$ cat src/logic/zv_regs_pkg.sv
// Package: offsets, field positions, reset values and carrier types of the register group
package zv_regs_pkg;

    // ==========================================================
    // Register offsets in configuration space
    localparam logic [7:0] OFS_VIDEO_CTRL = 8'h84;
    localparam logic [7:0] OFS_LOADER_STAT = 8'h85;
    localparam logic [7:0] OFS_PIN0_CTRL = 8'h88;
    localparam logic [0:0] FUNC_ZERO = 1'h0;

    // ==========================================================
    // Values after reset
    localparam logic [7:0] RST_VIDEO_CTRL = 8'h00;
    localparam logic [7:0] RST_LOADER_STAT = 8'h00;
    localparam logic [7:0] RST_PIN0_CTRL = 8'h80;
    localparam logic [7:0] UNMAPPED_READ = 8'h00;

    // ==========================================================
    // Field positions of the zoom-video routing control register
    localparam int VC_OUT_EN = 7;
    localparam int VC_SOCK_SEL = 6;
    localparam int VC_AUTO = 5;
    localparam int VC_PRIO_HI = 4;
    localparam int VC_PRIO_LO = 2;
    localparam int VC_S1_MODE = 1;
    localparam int VC_S0_MODE = 0;

    // Field positions of the loader status register
    localparam int LS_PRESENT = 2;
    localparam int LS_ERROR = 1;
    localparam int LS_BUSY = 0;

    // Field positions of the pin 0 control register
    localparam int P0_MODE_HI = 7;
    localparam int P0_MODE_LO = 6;
    localparam int P0_IRQ_EN = 4;
    localparam int P0_FLAG = 3;
    localparam int P0_OUT = 1;
    localparam int P0_IN = 0;
    // Bits that plain writes store (mode, interrupt enable, output value)
    localparam logic [7:0] P0_WRITE_MASK = 8'hd2;

    // ==========================================================
    // Priority codes of the auto-detect field
    localparam logic [2:0] PRIO_A_B_X = 3'h0;
    localparam logic [2:0] PRIO_A_X_B = 3'h1;
    localparam logic [2:0] PRIO_B_A_X = 3'h2;
    localparam logic [2:0] PRIO_B_X_A = 3'h3;
    localparam logic [2:0] PRIO_X_A_B = 3'h4;
    localparam logic [2:0] PRIO_X_B_A = 3'h5;

    // Pin 0 function modes
    typedef enum logic [1:0] {
        MODE_ACTIVITY = 2'h0,
        MODE_VIDEO_STAT = 2'h1,
        MODE_INPUT = 2'h2,
        MODE_OUTPUT = 2'h3
    } pin_mode_t;

    // Video sources; the code indexes the availability vector
    typedef enum logic [1:0] {
        SRC_NONE = 2'h0,
        SRC_A = 2'h1,
        SRC_B = 2'h2,
        SRC_EXT = 2'h3
    } video_src_t;

    // One configuration access, taken in a single cycle
    typedef struct packed {
        logic [0:0] func;
        logic [7:0] addr;
        logic wr;
        logic rd;
        logic [7:0] wdata;
    } cfg_req_t;

endpackage

$ cat src/logic/pin_sync3.sv
// Three-stage pin synchroniser whose output moves only once stages two and three agree
`timescale 1ns/1ps
module pin_sync3 #(
    parameter int W = 1
) (
    input wire logic clk,
    input wire logic rst,
    input wire logic [W-1:0] pin_in,
    output logic [W-1:0] level_out
);

    logic [W-1:0] stage1_reg;
    logic [W-1:0] stage2_reg;
    logic [W-1:0] stage3_reg;

    // ==========================================================
    // Stage one is read only by stage two, to contain metastability
    always_ff @(posedge clk or posedge rst) begin
        if (rst) begin
            stage1_reg <= '0;
            stage2_reg <= '0;
            stage3_reg <= '0;
        end else begin
            stage1_reg <= pin_in;
            stage2_reg <= stage1_reg;
            stage3_reg <= stage2_reg;
        end
    end

    // Per bit, accept the new level once it has held for two samples
    always_ff @(posedge clk or posedge rst) begin
        if (rst) begin
            level_out <= '0;
        end else begin
            for (int i = 0; i < W; i++) begin
                if (stage2_reg[i] == stage3_reg[i]) begin
                    level_out[i] <= stage3_reg[i];
                end
            end
        end
    end

endmodule

$ cat src/logic/video_mux_eeprom_gpio_regs.sv
// Video routing, loader status and pin 0 control registers of the dual-socket controller
//
// Overview of operation
// - Video output enable low tristates the external video port; high drives it when socket 0 or 1 video is routed.
// - Socket select picks socket 0 or 1 video, only when its mode is enabled.
// - Bit 5 turns video auto-detect on or off; reset leaves it off.
// - Priority field orders sources A, B, external; used only under auto-detect.
// - Socket 1 video mode takes its video in and drops our socket drivers.
// - Socket 0 video mode takes its video in and drops our socket drivers.
// - Video control at 84h in both functions, all bits read-write, resets 00h.
// - Loader status at 85h in function 0 only; bits 7 to 3 read zero.
// - Data error bit sets on a loader error; writing 1 clears it.
// - Busy bit reads 1 while the loader fetches the identification value.
// - Pin 0 control at 88h in both functions, resets to 80h (input).
// - Pin mode: activity, video status, general input, general output.
// - Video status mode drives whether the video output is enabled.
// - Change flag sets on input change in input mode; write 1 clears.
// - Interrupt enable with change flag raises the card status change interrupt.
// - Output mode drives the pin with the stored output value.
// - Input value bit follows the pin level in every pin mode.
// - Bits 5 and 2 of pin 0 control read zero and ignore writes.
// - Only the global reset returns these bits to their defaults.
`timescale 1ns/1ps
module video_mux_eeprom_gpio_regs #(
    parameter int ZV_W = 16
) (
    input wire logic SYS_CLK,
    input wire logic RST,
    input zv_regs_pkg::cfg_req_t CFG_REQ,
    output logic [7:0] CFG_RDATA,
    output logic CFG_RVALID,
    input wire logic [ZV_W-1:0] SOCK0_ZV_IN,
    input wire logic [ZV_W-1:0] SOCK1_ZV_IN,
    input wire logic SOCK0_ZV_PRESENT,
    input wire logic SOCK1_ZV_PRESENT,
    input wire logic EXT_ZV_PRESENT,
    output logic SOCK0_ZV_DRIVE_OE,
    output logic SOCK1_ZV_DRIVE_OE,
    output logic [ZV_W-1:0] ZV_OUT,
    output logic ZV_OUT_OE,
    input wire logic EEPROM_PRESENT,
    input wire logic EEPROM_ERROR,
    input wire logic EEPROM_BUSY,
    input wire logic SOCK0_ACTIVITY,
    input wire logic PIN0_IN,
    output logic PIN0_OUT,
    output logic PIN0_OE,
    output logic CARD_STATUS_CHANGE
);
    import zv_regs_pkg::*;

    logic [7:0] video_ctrl_reg;
    logic eeprom_data_error_reg;
    logic [7:0] pin0_ctrl_reg;
    logic pin0_change_flag_reg;
    logic pin0_input_value_reg;
    logic [3:0] sync_level;
    logic pin_sync;
    logic s0_present;
    logic s1_present;
    logic ext_present;
    logic wr_video;
    logic wr_status;
    logic wr_pin0;
    logic video_output_enable;
    logic video_socket_select;
    logic auto_detect;
    logic [2:0] prio_code;
    logic socket1_video_mode;
    logic socket0_video_mode;
    pin_mode_t pin0_mode;
    logic pin0_interrupt_enable;
    logic pin0_output_value;
    logic pin_changed;
    video_src_t src_next;
    logic [3:0] avail;
    logic [ZV_W-1:0] zv_next;
    logic zv_oe_next;
    logic [7:0] status_view;
    logic [7:0] pin0_view;

    // ==========================================================
    // Pin synchroniser for the general pin and the video presence lines
    pin_sync3 #(
        .W(4)
    ) u_pin_sync (
        .clk(SYS_CLK),
        .rst(RST),
        .pin_in({EXT_ZV_PRESENT, SOCK1_ZV_PRESENT, SOCK0_ZV_PRESENT, PIN0_IN}),
        .level_out(sync_level)
    );
    assign pin_sync = sync_level[0];
    assign s0_present = sync_level[1];
    assign s1_present = sync_level[2];
    assign ext_present = sync_level[3];

    // ==========================================================
    // Access decode; the loader status exists in function 0 only
    assign wr_video = CFG_REQ.wr && (CFG_REQ.addr == OFS_VIDEO_CTRL);
    assign wr_status = CFG_REQ.wr && (CFG_REQ.addr == OFS_LOADER_STAT)
        && (CFG_REQ.func == FUNC_ZERO);
    assign wr_pin0 = CFG_REQ.wr && (CFG_REQ.addr == OFS_PIN0_CTRL);

    // Field views of the stored controls
    assign video_output_enable = video_ctrl_reg[VC_OUT_EN];
    assign video_socket_select = video_ctrl_reg[VC_SOCK_SEL];
    assign auto_detect = video_ctrl_reg[VC_AUTO];
    assign prio_code = video_ctrl_reg[VC_PRIO_HI:VC_PRIO_LO];
    assign socket1_video_mode = video_ctrl_reg[VC_S1_MODE];
    assign socket0_video_mode = video_ctrl_reg[VC_S0_MODE];
    assign pin0_mode = pin_mode_t'(pin0_ctrl_reg[P0_MODE_HI:P0_MODE_LO]);
    assign pin0_interrupt_enable = pin0_ctrl_reg[P0_IRQ_EN];
    assign pin0_output_value = pin0_ctrl_reg[P0_OUT];

    // ==========================================================
    // Video routing control; only the global reset clears it
    always_ff @(posedge SYS_CLK or posedge RST) begin
        if (RST) begin
            video_ctrl_reg <= RST_VIDEO_CTRL;
        end else if (wr_video) begin
            video_ctrl_reg <= CFG_REQ.wdata;
        end
    end

    // Socket terminal drivers go quiet while a card supplies video
    assign SOCK0_ZV_DRIVE_OE = !socket0_video_mode;
    assign SOCK1_ZV_DRIVE_OE = !socket1_video_mode;

    // First available source in a three-entry order
    function automatic video_src_t first_avail(input video_src_t a, input video_src_t b,
                                               input video_src_t c, input logic [3:0] av);
        video_src_t r;
        r = SRC_NONE;
        if (av[a]) begin
            r = a;
        end else if (av[b]) begin
            r = b;
        end else if (av[c]) begin
            r = c;
        end
        return r;
    endfunction

    // ==========================================================
    // Source choice: fixed select, or ranked search under auto-detect
    assign avail = {ext_present, socket1_video_mode && s1_present,
                    socket0_video_mode && s0_present, 1'b0};
    always_comb begin
        src_next = SRC_NONE;
        if (auto_detect) begin
            case (prio_code)
                PRIO_A_B_X: src_next = first_avail(SRC_A, SRC_B, SRC_EXT, avail);
                PRIO_A_X_B: src_next = first_avail(SRC_A, SRC_EXT, SRC_B, avail);
                PRIO_B_A_X: src_next = first_avail(SRC_B, SRC_A, SRC_EXT, avail);
                PRIO_B_X_A: src_next = first_avail(SRC_B, SRC_EXT, SRC_A, avail);
                PRIO_X_A_B: src_next = first_avail(SRC_EXT, SRC_A, SRC_B, avail);
                PRIO_X_B_A: src_next = first_avail(SRC_EXT, SRC_B, SRC_A, avail);
                default: src_next = SRC_NONE; // Reserved codes route nothing
            endcase
        end else if (video_socket_select) begin
            src_next = socket1_video_mode ? SRC_B : SRC_NONE;
        end else begin
            src_next = socket0_video_mode ? SRC_A : SRC_NONE;
        end
    end

    // An external winner owns the port itself, so we stay off it
    always_comb begin
        zv_next = '0;
        zv_oe_next = 1'b0;
        case (src_next)
            SRC_A: zv_next = SOCK0_ZV_IN;
            SRC_B: zv_next = SOCK1_ZV_IN;
            default: zv_next = '0;
        endcase
        if (video_output_enable && (src_next == SRC_A || src_next == SRC_B)) begin
            zv_oe_next = 1'b1;
        end
    end

    // Video data is retimed once; pixel lanes are not synchronised, the card's
    // video clock is expected to be slow against the bus clock
    always_ff @(posedge SYS_CLK or posedge RST) begin
        if (RST) begin
            ZV_OUT <= '0;
            ZV_OUT_OE <= 1'b0;
        end else begin
            ZV_OUT <= zv_next;
            ZV_OUT_OE <= zv_oe_next;
        end
    end

    // ==========================================================
    // Loader error: a new error wins over a clearing write
    always_ff @(posedge SYS_CLK or posedge RST) begin
        if (RST) begin
            eeprom_data_error_reg <= RST_LOADER_STAT[LS_ERROR];
        end else if (EEPROM_ERROR) begin
            eeprom_data_error_reg <= 1'b1;
        end else if (wr_status && CFG_REQ.wdata[LS_ERROR]) begin
            eeprom_data_error_reg <= 1'b0;
        end
    end

    // Upper bits stay zero; present and busy come straight from the loader
    always_comb begin
        status_view = 8'h00;
        status_view[LS_PRESENT] = EEPROM_PRESENT;
        status_view[LS_ERROR] = eeprom_data_error_reg;
        status_view[LS_BUSY] = EEPROM_BUSY;
    end

    // ==========================================================
    // Pin 0 control: mode, interrupt enable and output value
    always_ff @(posedge SYS_CLK or posedge RST) begin
        if (RST) begin
            pin0_ctrl_reg <= RST_PIN0_CTRL;
        end else if (wr_pin0) begin
            pin0_ctrl_reg <= CFG_REQ.wdata & P0_WRITE_MASK;
        end
    end

    // Input value follows the settled pin level continuously
    always_ff @(posedge SYS_CLK or posedge RST) begin
        if (RST) begin
            pin0_input_value_reg <= RST_PIN0_CTRL[P0_IN];
        end else begin
            pin0_input_value_reg <= pin_sync;
        end
    end

    // Change flag catches glitches software would miss; set beats clear
    assign pin_changed = (pin0_mode == MODE_INPUT) && (pin_sync != pin0_input_value_reg);
    always_ff @(posedge SYS_CLK or posedge RST) begin
        if (RST) begin
            pin0_change_flag_reg <= RST_PIN0_CTRL[P0_FLAG];
        end else if (pin_changed) begin
            pin0_change_flag_reg <= 1'b1;
        end else if (wr_pin0 && CFG_REQ.wdata[P0_FLAG]) begin
            pin0_change_flag_reg <= 1'b0;
        end
    end

    assign CARD_STATUS_CHANGE = pin0_interrupt_enable && pin0_change_flag_reg;

    // Pin driver per mode
    always_ff @(posedge SYS_CLK or posedge RST) begin
        if (RST) begin
            PIN0_OUT <= 1'b0;
            PIN0_OE <= 1'b0;
        end else begin
            case (pin0_mode)
                MODE_ACTIVITY: begin
                    PIN0_OUT <= SOCK0_ACTIVITY;
                    PIN0_OE <= 1'b1;
                end
                MODE_VIDEO_STAT: begin
                    PIN0_OUT <= ZV_OUT_OE;
                    PIN0_OE <= 1'b1;
                end
                MODE_OUTPUT: begin
                    PIN0_OUT <= pin0_output_value;
                    PIN0_OE <= 1'b1;
                end
                default: begin
                    PIN0_OUT <= 1'b0;
                    PIN0_OE <= 1'b0;
                end
            endcase
        end
    end

    always_comb begin
        pin0_view = pin0_ctrl_reg;
        pin0_view[P0_FLAG] = pin0_change_flag_reg;
        pin0_view[P0_IN] = pin0_input_value_reg;
    end

    // ==========================================================
    // Read port: data one cycle after the request
    always_ff @(posedge SYS_CLK or posedge RST) begin
        if (RST) begin
            CFG_RDATA <= UNMAPPED_READ;
            CFG_RVALID <= 1'b0;
        end else begin
            CFG_RVALID <= CFG_REQ.rd;
            if (CFG_REQ.rd) begin
                if (CFG_REQ.addr == OFS_VIDEO_CTRL) begin
                    CFG_RDATA <= video_ctrl_reg;
                end else if (CFG_REQ.addr == OFS_LOADER_STAT && CFG_REQ.func == FUNC_ZERO) begin
                    CFG_RDATA <= status_view;
                end else if (CFG_REQ.addr == OFS_PIN0_CTRL) begin
                    CFG_RDATA <= pin0_view;
                end else begin
                    CFG_RDATA <= UNMAPPED_READ;
                end
            end
        end
    end
endmodule

$ cat config.mk
export PLATFORM = sky130hd
export DESIGN_NAME = video_mux_eeprom_gpio_regs
export DESIGN_NICKNAME = d
export VERILOG_FILES = /design/src/logic/zv_regs_pkg.sv /design/src/logic/pin_sync3.sv /design/src/logic/video_mux_eeprom_gpio_regs.sv
export SDC_FILE = /design/constraint.sdc
export NUM_CORES = 1
export LEC_CHECK = 0
export BUFFER_PORTS_ARGS = -buffer_cell sky130_fd_sc_hd__buf_2
export CAP_MARGIN = 0
export CORE_MARGIN = 2
export CORE_UTILIZATION = 48
export CTS_CLUSTER_DIAMETER = 120
export CTS_CLUSTER_SIZE = 14
export DETAILED_ROUTE_END_ITERATION = 16
export PLACE_DENSITY_LB_ADDON = 0.1
export SYNTH_ARGS = -nofsm -noshare
export SYNTH_HDL_FRONTEND = slang
export SYNTH_SLANG_ARGS = --single-unit
$ cat constraint.sdc
create_clock -name SYS_CLK -period 2.4 [get_ports SYS_CLK]
set_clock_uncertainty 0.2 [all_clocks]
set_input_delay 0.48 -clock SYS_CLK [delete_from_list [all_inputs] [get_ports SYS_CLK]]
set_output_delay 0.48 -clock SYS_CLK [all_outputs]
set_load 0.02 [all_outputs]
; ---- Yosys cells after proc, flatten, opt, wreduce, memory -nomap -nowiden
; Index checks and enable logic that the tools add are counted.
[totals]
regBits = 59
inputBits = 61
[op_classes]
n_eq_ne = 18
mux = 31
bitwise = 1
reduce_logical = 20
[ops]
columns = operator, count
row1 = 2-bit 2-to-1 mux, 17
row2 = 16-bit one-hot mux with 2 select lines, 1
row3 = 8-bit equality test (second input constant), 3
row4 = 8-bit 2-to-1 mux, 3
row5 = 1-bit logical AND, 12
row6 = 2-bit one-hot mux with 6 select lines, 1
row7 = 1-bit 2-to-1 mux, 8
row8 = 2-bit equality test (second input constant), 3
row9 = 3-bit by 2-bit equality test with 1-bit output (second input constant), 2
row10 = 3-bit equality test (second input constant), 2
row11 = 1-bit equality test, 4
row12 = 2-bit by 1-bit equality test with 1-bit output (second input constant), 2
row13 = 2-bit nonzero test, 2
row14 = 3-bit by 1-bit equality test with 1-bit output (second input constant), 1
row15 = 3-bit zero test, 1
row16 = 1-bit one-hot mux with 3 select lines, 1
row17 = 3-bit OR reduction, 1
row18 = 1-bit zero test, 2
row19 = 2-bit zero test, 1
row20 = 1-bit logical OR, 1
row21 = 1-bit != test, 1
row22 = 1-bit NOT, 1

; ---- Logic depth before layout (Yosys ltp)
[depth]
word_depth = 10
mapped_depth = 8
depth_no_buf = 6

; ---- Hierarchy
; Synthesis repeated with hierarchy kept, for this count alone.
[hier_totals]
hier_cells = 199
area_unflattened_um2 = 2432.3
[by_module_without_submodules]
columns = module, instances, cells_per_inst, area_each_um2, seq_area_each_um2
row1 = video_mux_eeprom_gpio_regs, 1, 178, 1983.2, 1077.3
row2 = pin_sync3, 1, 21, 449.2, 400.4

; ---- Worst setup path after synthesis
; OpenSTA, ideal clock, no wires.
[synth_timing]
path_type = register -> register
start = register video_ctrl_reg[4]
end = register ZV_OUT[0]
arrival_ps = 1763
slack_ps = 306
stages_incl_launch_ff = 8
synth_period_minus_slack_ps = 2094
path_cell_list = dfrtp_1 > and3b_1 > o21ai_0 > a41oi_1 > ha_1 > clkbuf_1 > clkbuf_1 > nor2_1
[synth_via]
elab_chain_cells = 5
word_cells_on_any_way = 11
[synth_lines]
columns = element, line
row1 = from (decl), video_mux_eeprom_gpio_regs.sv:52  ; logic [7:0] video_ctrl_reg;
row2 = from (signal assigned), video_mux_eeprom_gpio_regs.sv:121  ; video_ctrl_reg <= CFG_REQ.wdata;
row3 = "3-bit equality test, or another cell as far along", video_mux_eeprom_gpio_regs.sv:151  ; case (prio_code)
row4 = 2-bit one-hot mux with 6 select lines *, video_mux_eeprom_gpio_regs.sv:151
row5 = 2-bit 2-to-1 mux *, video_mux_eeprom_gpio_regs.sv:150  ; if (auto_detect) begin
row6 = 2-bit equality test or 2-bit by 1-bit equality test with 1-bit output (tied branches), video_mux_eeprom_gpio_regs.sv:171  ; case (src_next)
row7 = 16-bit one-hot mux with 2 select lines *, video_mux_eeprom_gpio_regs.sv:171
row8 = named net zv_next[0], video_mux_eeprom_gpio_regs.sv:77  ; logic [ZV_W-1:0] zv_next;
row9 = to (signal assigned), video_mux_eeprom_gpio_regs.sv:188  ; ZV_OUT <= zv_next;
row10 = to (decl), video_mux_eeprom_gpio_regs.sv:39  ; output logic [ZV_W-1:0] ZV_OUT,
; Mark *: on every way through the listed nets, which the timed path passes. The rest lies on a longest branch.
; A chain may end at the register's enable or synchronous reset.

; ---- Worst setup path after layout
[layout_timing]
start = register video_ctrl_reg[4]
end = register ZV_OUT[7]
; Same word-level chain as after synthesis.

==> run summary <==
outcome -> finished clean
hpwl dp -> 3630 µm
busiest layer in global routing -> met2
initial antenna violation count -> 0
I/O Pins -> 92
FMAX -> 474 MHz
GP Congestion -> 0.863
multi-input gate area in the final layout -> 875 µm²
largest net degree at the start of global routing -> 27
ant diodes -> 0
Post-Synth Simple-Gate Area -> 12.6%
mux cell area share after synthesis -> 6.46%
Total Neg Setup Slack -> 0 ns
grt ovf -> 0
CTS tree -> done
Synth cell types -> 43
Critical Path Start Type -> flop
global-route wire length before repair -> 8200 µm
flops & latches, synth -> 59
VDD IR max -> 0.547 mV
slowest stage delay, CP -> 0.49 ns
Slew HR -> 62.5%
vias in the first global route -> 1797
Synth top area share -> 60.4%
post-CTS setup buffers -> 0
Synth area leaders -> dfrtp_1 (60%), a22oi_1 (6.3%), mux2_2 (5.6%), nor2_1 (3.3%), maj3_1 (1.7%)
Wirelength per Cell -> 13.6 µm
Nets -> 355
DRT Wirelength -> 4970 µm
worst setup margin -> 0.291 ns
Die Width -> 74.7 µm
met1 Resource Use GR -> 26.2%
Area Overhead vs Synth -> 32.8%
Syn. warnings -> 0
most common cell after layout, fill and taps aside -> buf_2
PD cells -> 710 nW/µm²
Worst Max-Slew Pin Slew -> 0.561 ns
worst path required time -> 2.45 ns
vias -> 1840
layout cells sized above 1 -> 43.4%
residual DRC count -> 0
Crit. End Element -> flop
core region area -> 4790 µm²
Synth Area in XOR/XNOR -> 0.365%
fin. max-slew vios -> 0
met3 Use GR -> 8.03%
First-pass DRT Iterations -> 4
register area -> 1480 µm²
RSZ-0062 raised after global routing -> false
Tcrit/Tclk final -> 87.9%
Crit-path slowest cell -> ha_1
H-tree depth -> 3
row cnt -> 25
CTS root buffer -> clkbuf_8
synthesized instance count -> 193
Leakage -> 1.60 nW
Fin. Hold Viols -> 0
Die Ht -> 74.7 µm
Worst-Skew Late Latency -> 0.33 ns
post-route ant nets -> 0
Mapped Area -> 2400 µm²
area leader, netlist -> dfrtp_1
Clock Sink Count -> 59
dpl ws -> 0.258 ns
post-synthesis sequential area ratio -> 61.5%
max reg flops -> 16
syn nets -> 256
met2 Track Usage GR -> 29.8%
Post-synth EDFFs -> 0
Initial Util -> 50.2%
highest net fanout along the worst path -> 16
# fillers -> 377
port buffer count -> 91
commonest non-fill, non-tap cells in the layout -> buf_2 (91), dfrtp_1 (58), nor2_1 (21), a22oi_1 (20), mux2_2 (12)
Total Power -> 2.26 mW
clk slew on worst S/H paths -> 0.06 ns
crit path cell chain -> and3b_1 -> o21ai_0 -> a41o_1 -> ha_1 -> a22oi_1 -> nor2_1
post-synthesis compound-gate area fraction -> 14.2%
Setup Crit Path Kind -> flop to flop
DIE AREA -> 5590 µm²
crit-path leading delay family -> compound AO/OA/AOI/OAI gates
Tmin final -> 2.11 ns
maxcap violations -> 0
Crit path buffers/inverters -> 0
iteration-0 DRC count of the detailed router -> 103
tightest hold margin -> 0.0554 ns
area share of fa/ha/maj cells after synthesis -> 2.71%
final setup fails -> 0
syn avg cell area -> 12.4 µm²
Worst Path Arrival -> 2.16 ns
TritonCTS buffer count -> 9
asr flop ratio synth -> 100%
worst min path class -> input pin to flop
Main synth FF type -> dfrtp_1
largest family of logic cells by synthesized area -> compound AO/OA/AOI/OAI gates
GRT Overall Usage -> 19.9%
vias per cell -> 5.05
CTS max path bufs -> 2
[cell families after synthesis]
family | count (synthesis)
buf+inv | 13
xor+xnor | 1
mux | 14
compound gates | 46
flops | 59
fa+ha+maj | 6
simple gates | 54
[through the flow]
step | cell area, µm² | utilization, % | std cells
2_1_floorplan | 2400 | - | 193
3_3_place_gp | 2950 | 61.6 | 347
3_5_place_dp | 2950 | 61.6 | 347
4_1_cts | 3190 | 66.6 | 364
5_1_grt | 3190 | 66.7 | 364
6_report | 3190 | 66.7 | 364
[what timing repair did]
item                       CTS  global route
setup endpoints to repair    0            14
gates resized for setup      0             1
hold buffers                 1             0
hold endpoints to repair    13             0
[per-layer routing]
layer | share of wire, % | vias to the layer above | wire length [µm]
li1 | - | 899 | -
met1 | 44 | 877 | 2200
met2 | 48 | 62 | 2400
met3 | 7.1 | 2 | 352
met4 | 0.14 | 0 | 7
met5 | 0 | - | 0
[final cells by class]
cell class / instances / area share, %
clock inverter: 4 / 2.27
tap: 67 / 2.63
timing repair buffer: 96 / 15.9
multi-input combinational: 121 / 27.4
inverter: 5 / 0.588
clock buffer: 12 / 4.86
sequential: 59 / 46.3
[cells in the mapped netlist, types with 2 or more instances]
cell type	instances
nand2_1	8
inv_1	5
nand2b_1	3
ha_1	2
a22oi_1	20
a21oi_1	5
nor2b_1	6
mux2_2	12
nand3_1	2
dfrtp_1	58
a21o_1	2
maj3_1	4
clkbuf_1	7
o31ai_1	4
and2_1	2
o21ai_0	2
a211o_1	2
a32o_1	2
nor4bb_1	2
mux2i_1	2
nor2_1	21
[worst paths after layout]
path	start	to	slack, ns	cells past startpoint
setup / recovery	video_ctrl_reg[4]$_DFFE_PP0P_	ZV_OUT[7]$_DFF_PP0_	0.29	6
hold / removal	EXT_ZV_PRESENT	u_pin_sync.stage1_reg[3]$_DFF_PP0_	0.06	1
setup reg to reg	video_ctrl_reg[4]$_DFFE_PP0P_	ZV_OUT[7]$_DFF_PP0_	0.29	6
hold reg to reg	u_pin_sync.stage1_reg[2]$_DFF_PP0_	u_pin_sync.stage2_reg[2]$_DFF_PP0_	0.15	0
max in group asynchronous	RST	u_pin_sync.stage2_reg[0]$_DFF_PP0_	0.99	4
min in group asynchronous	RST	u_pin_sync.stage1_reg[3]$_DFF_PP0_	0.45	3
[power breakdown]
part | switching, mW | internal, mW | leakage, nW
logic | 0.102 | 0.0924 | 0.727
clock network | 0.375 | 0.640 | 0.113
registers | 0.0258 | 1.03 | 0.759
total | 0.503 | 1.76 | 1.60
No activity file was read; power rests on OpenSTA's default activity.
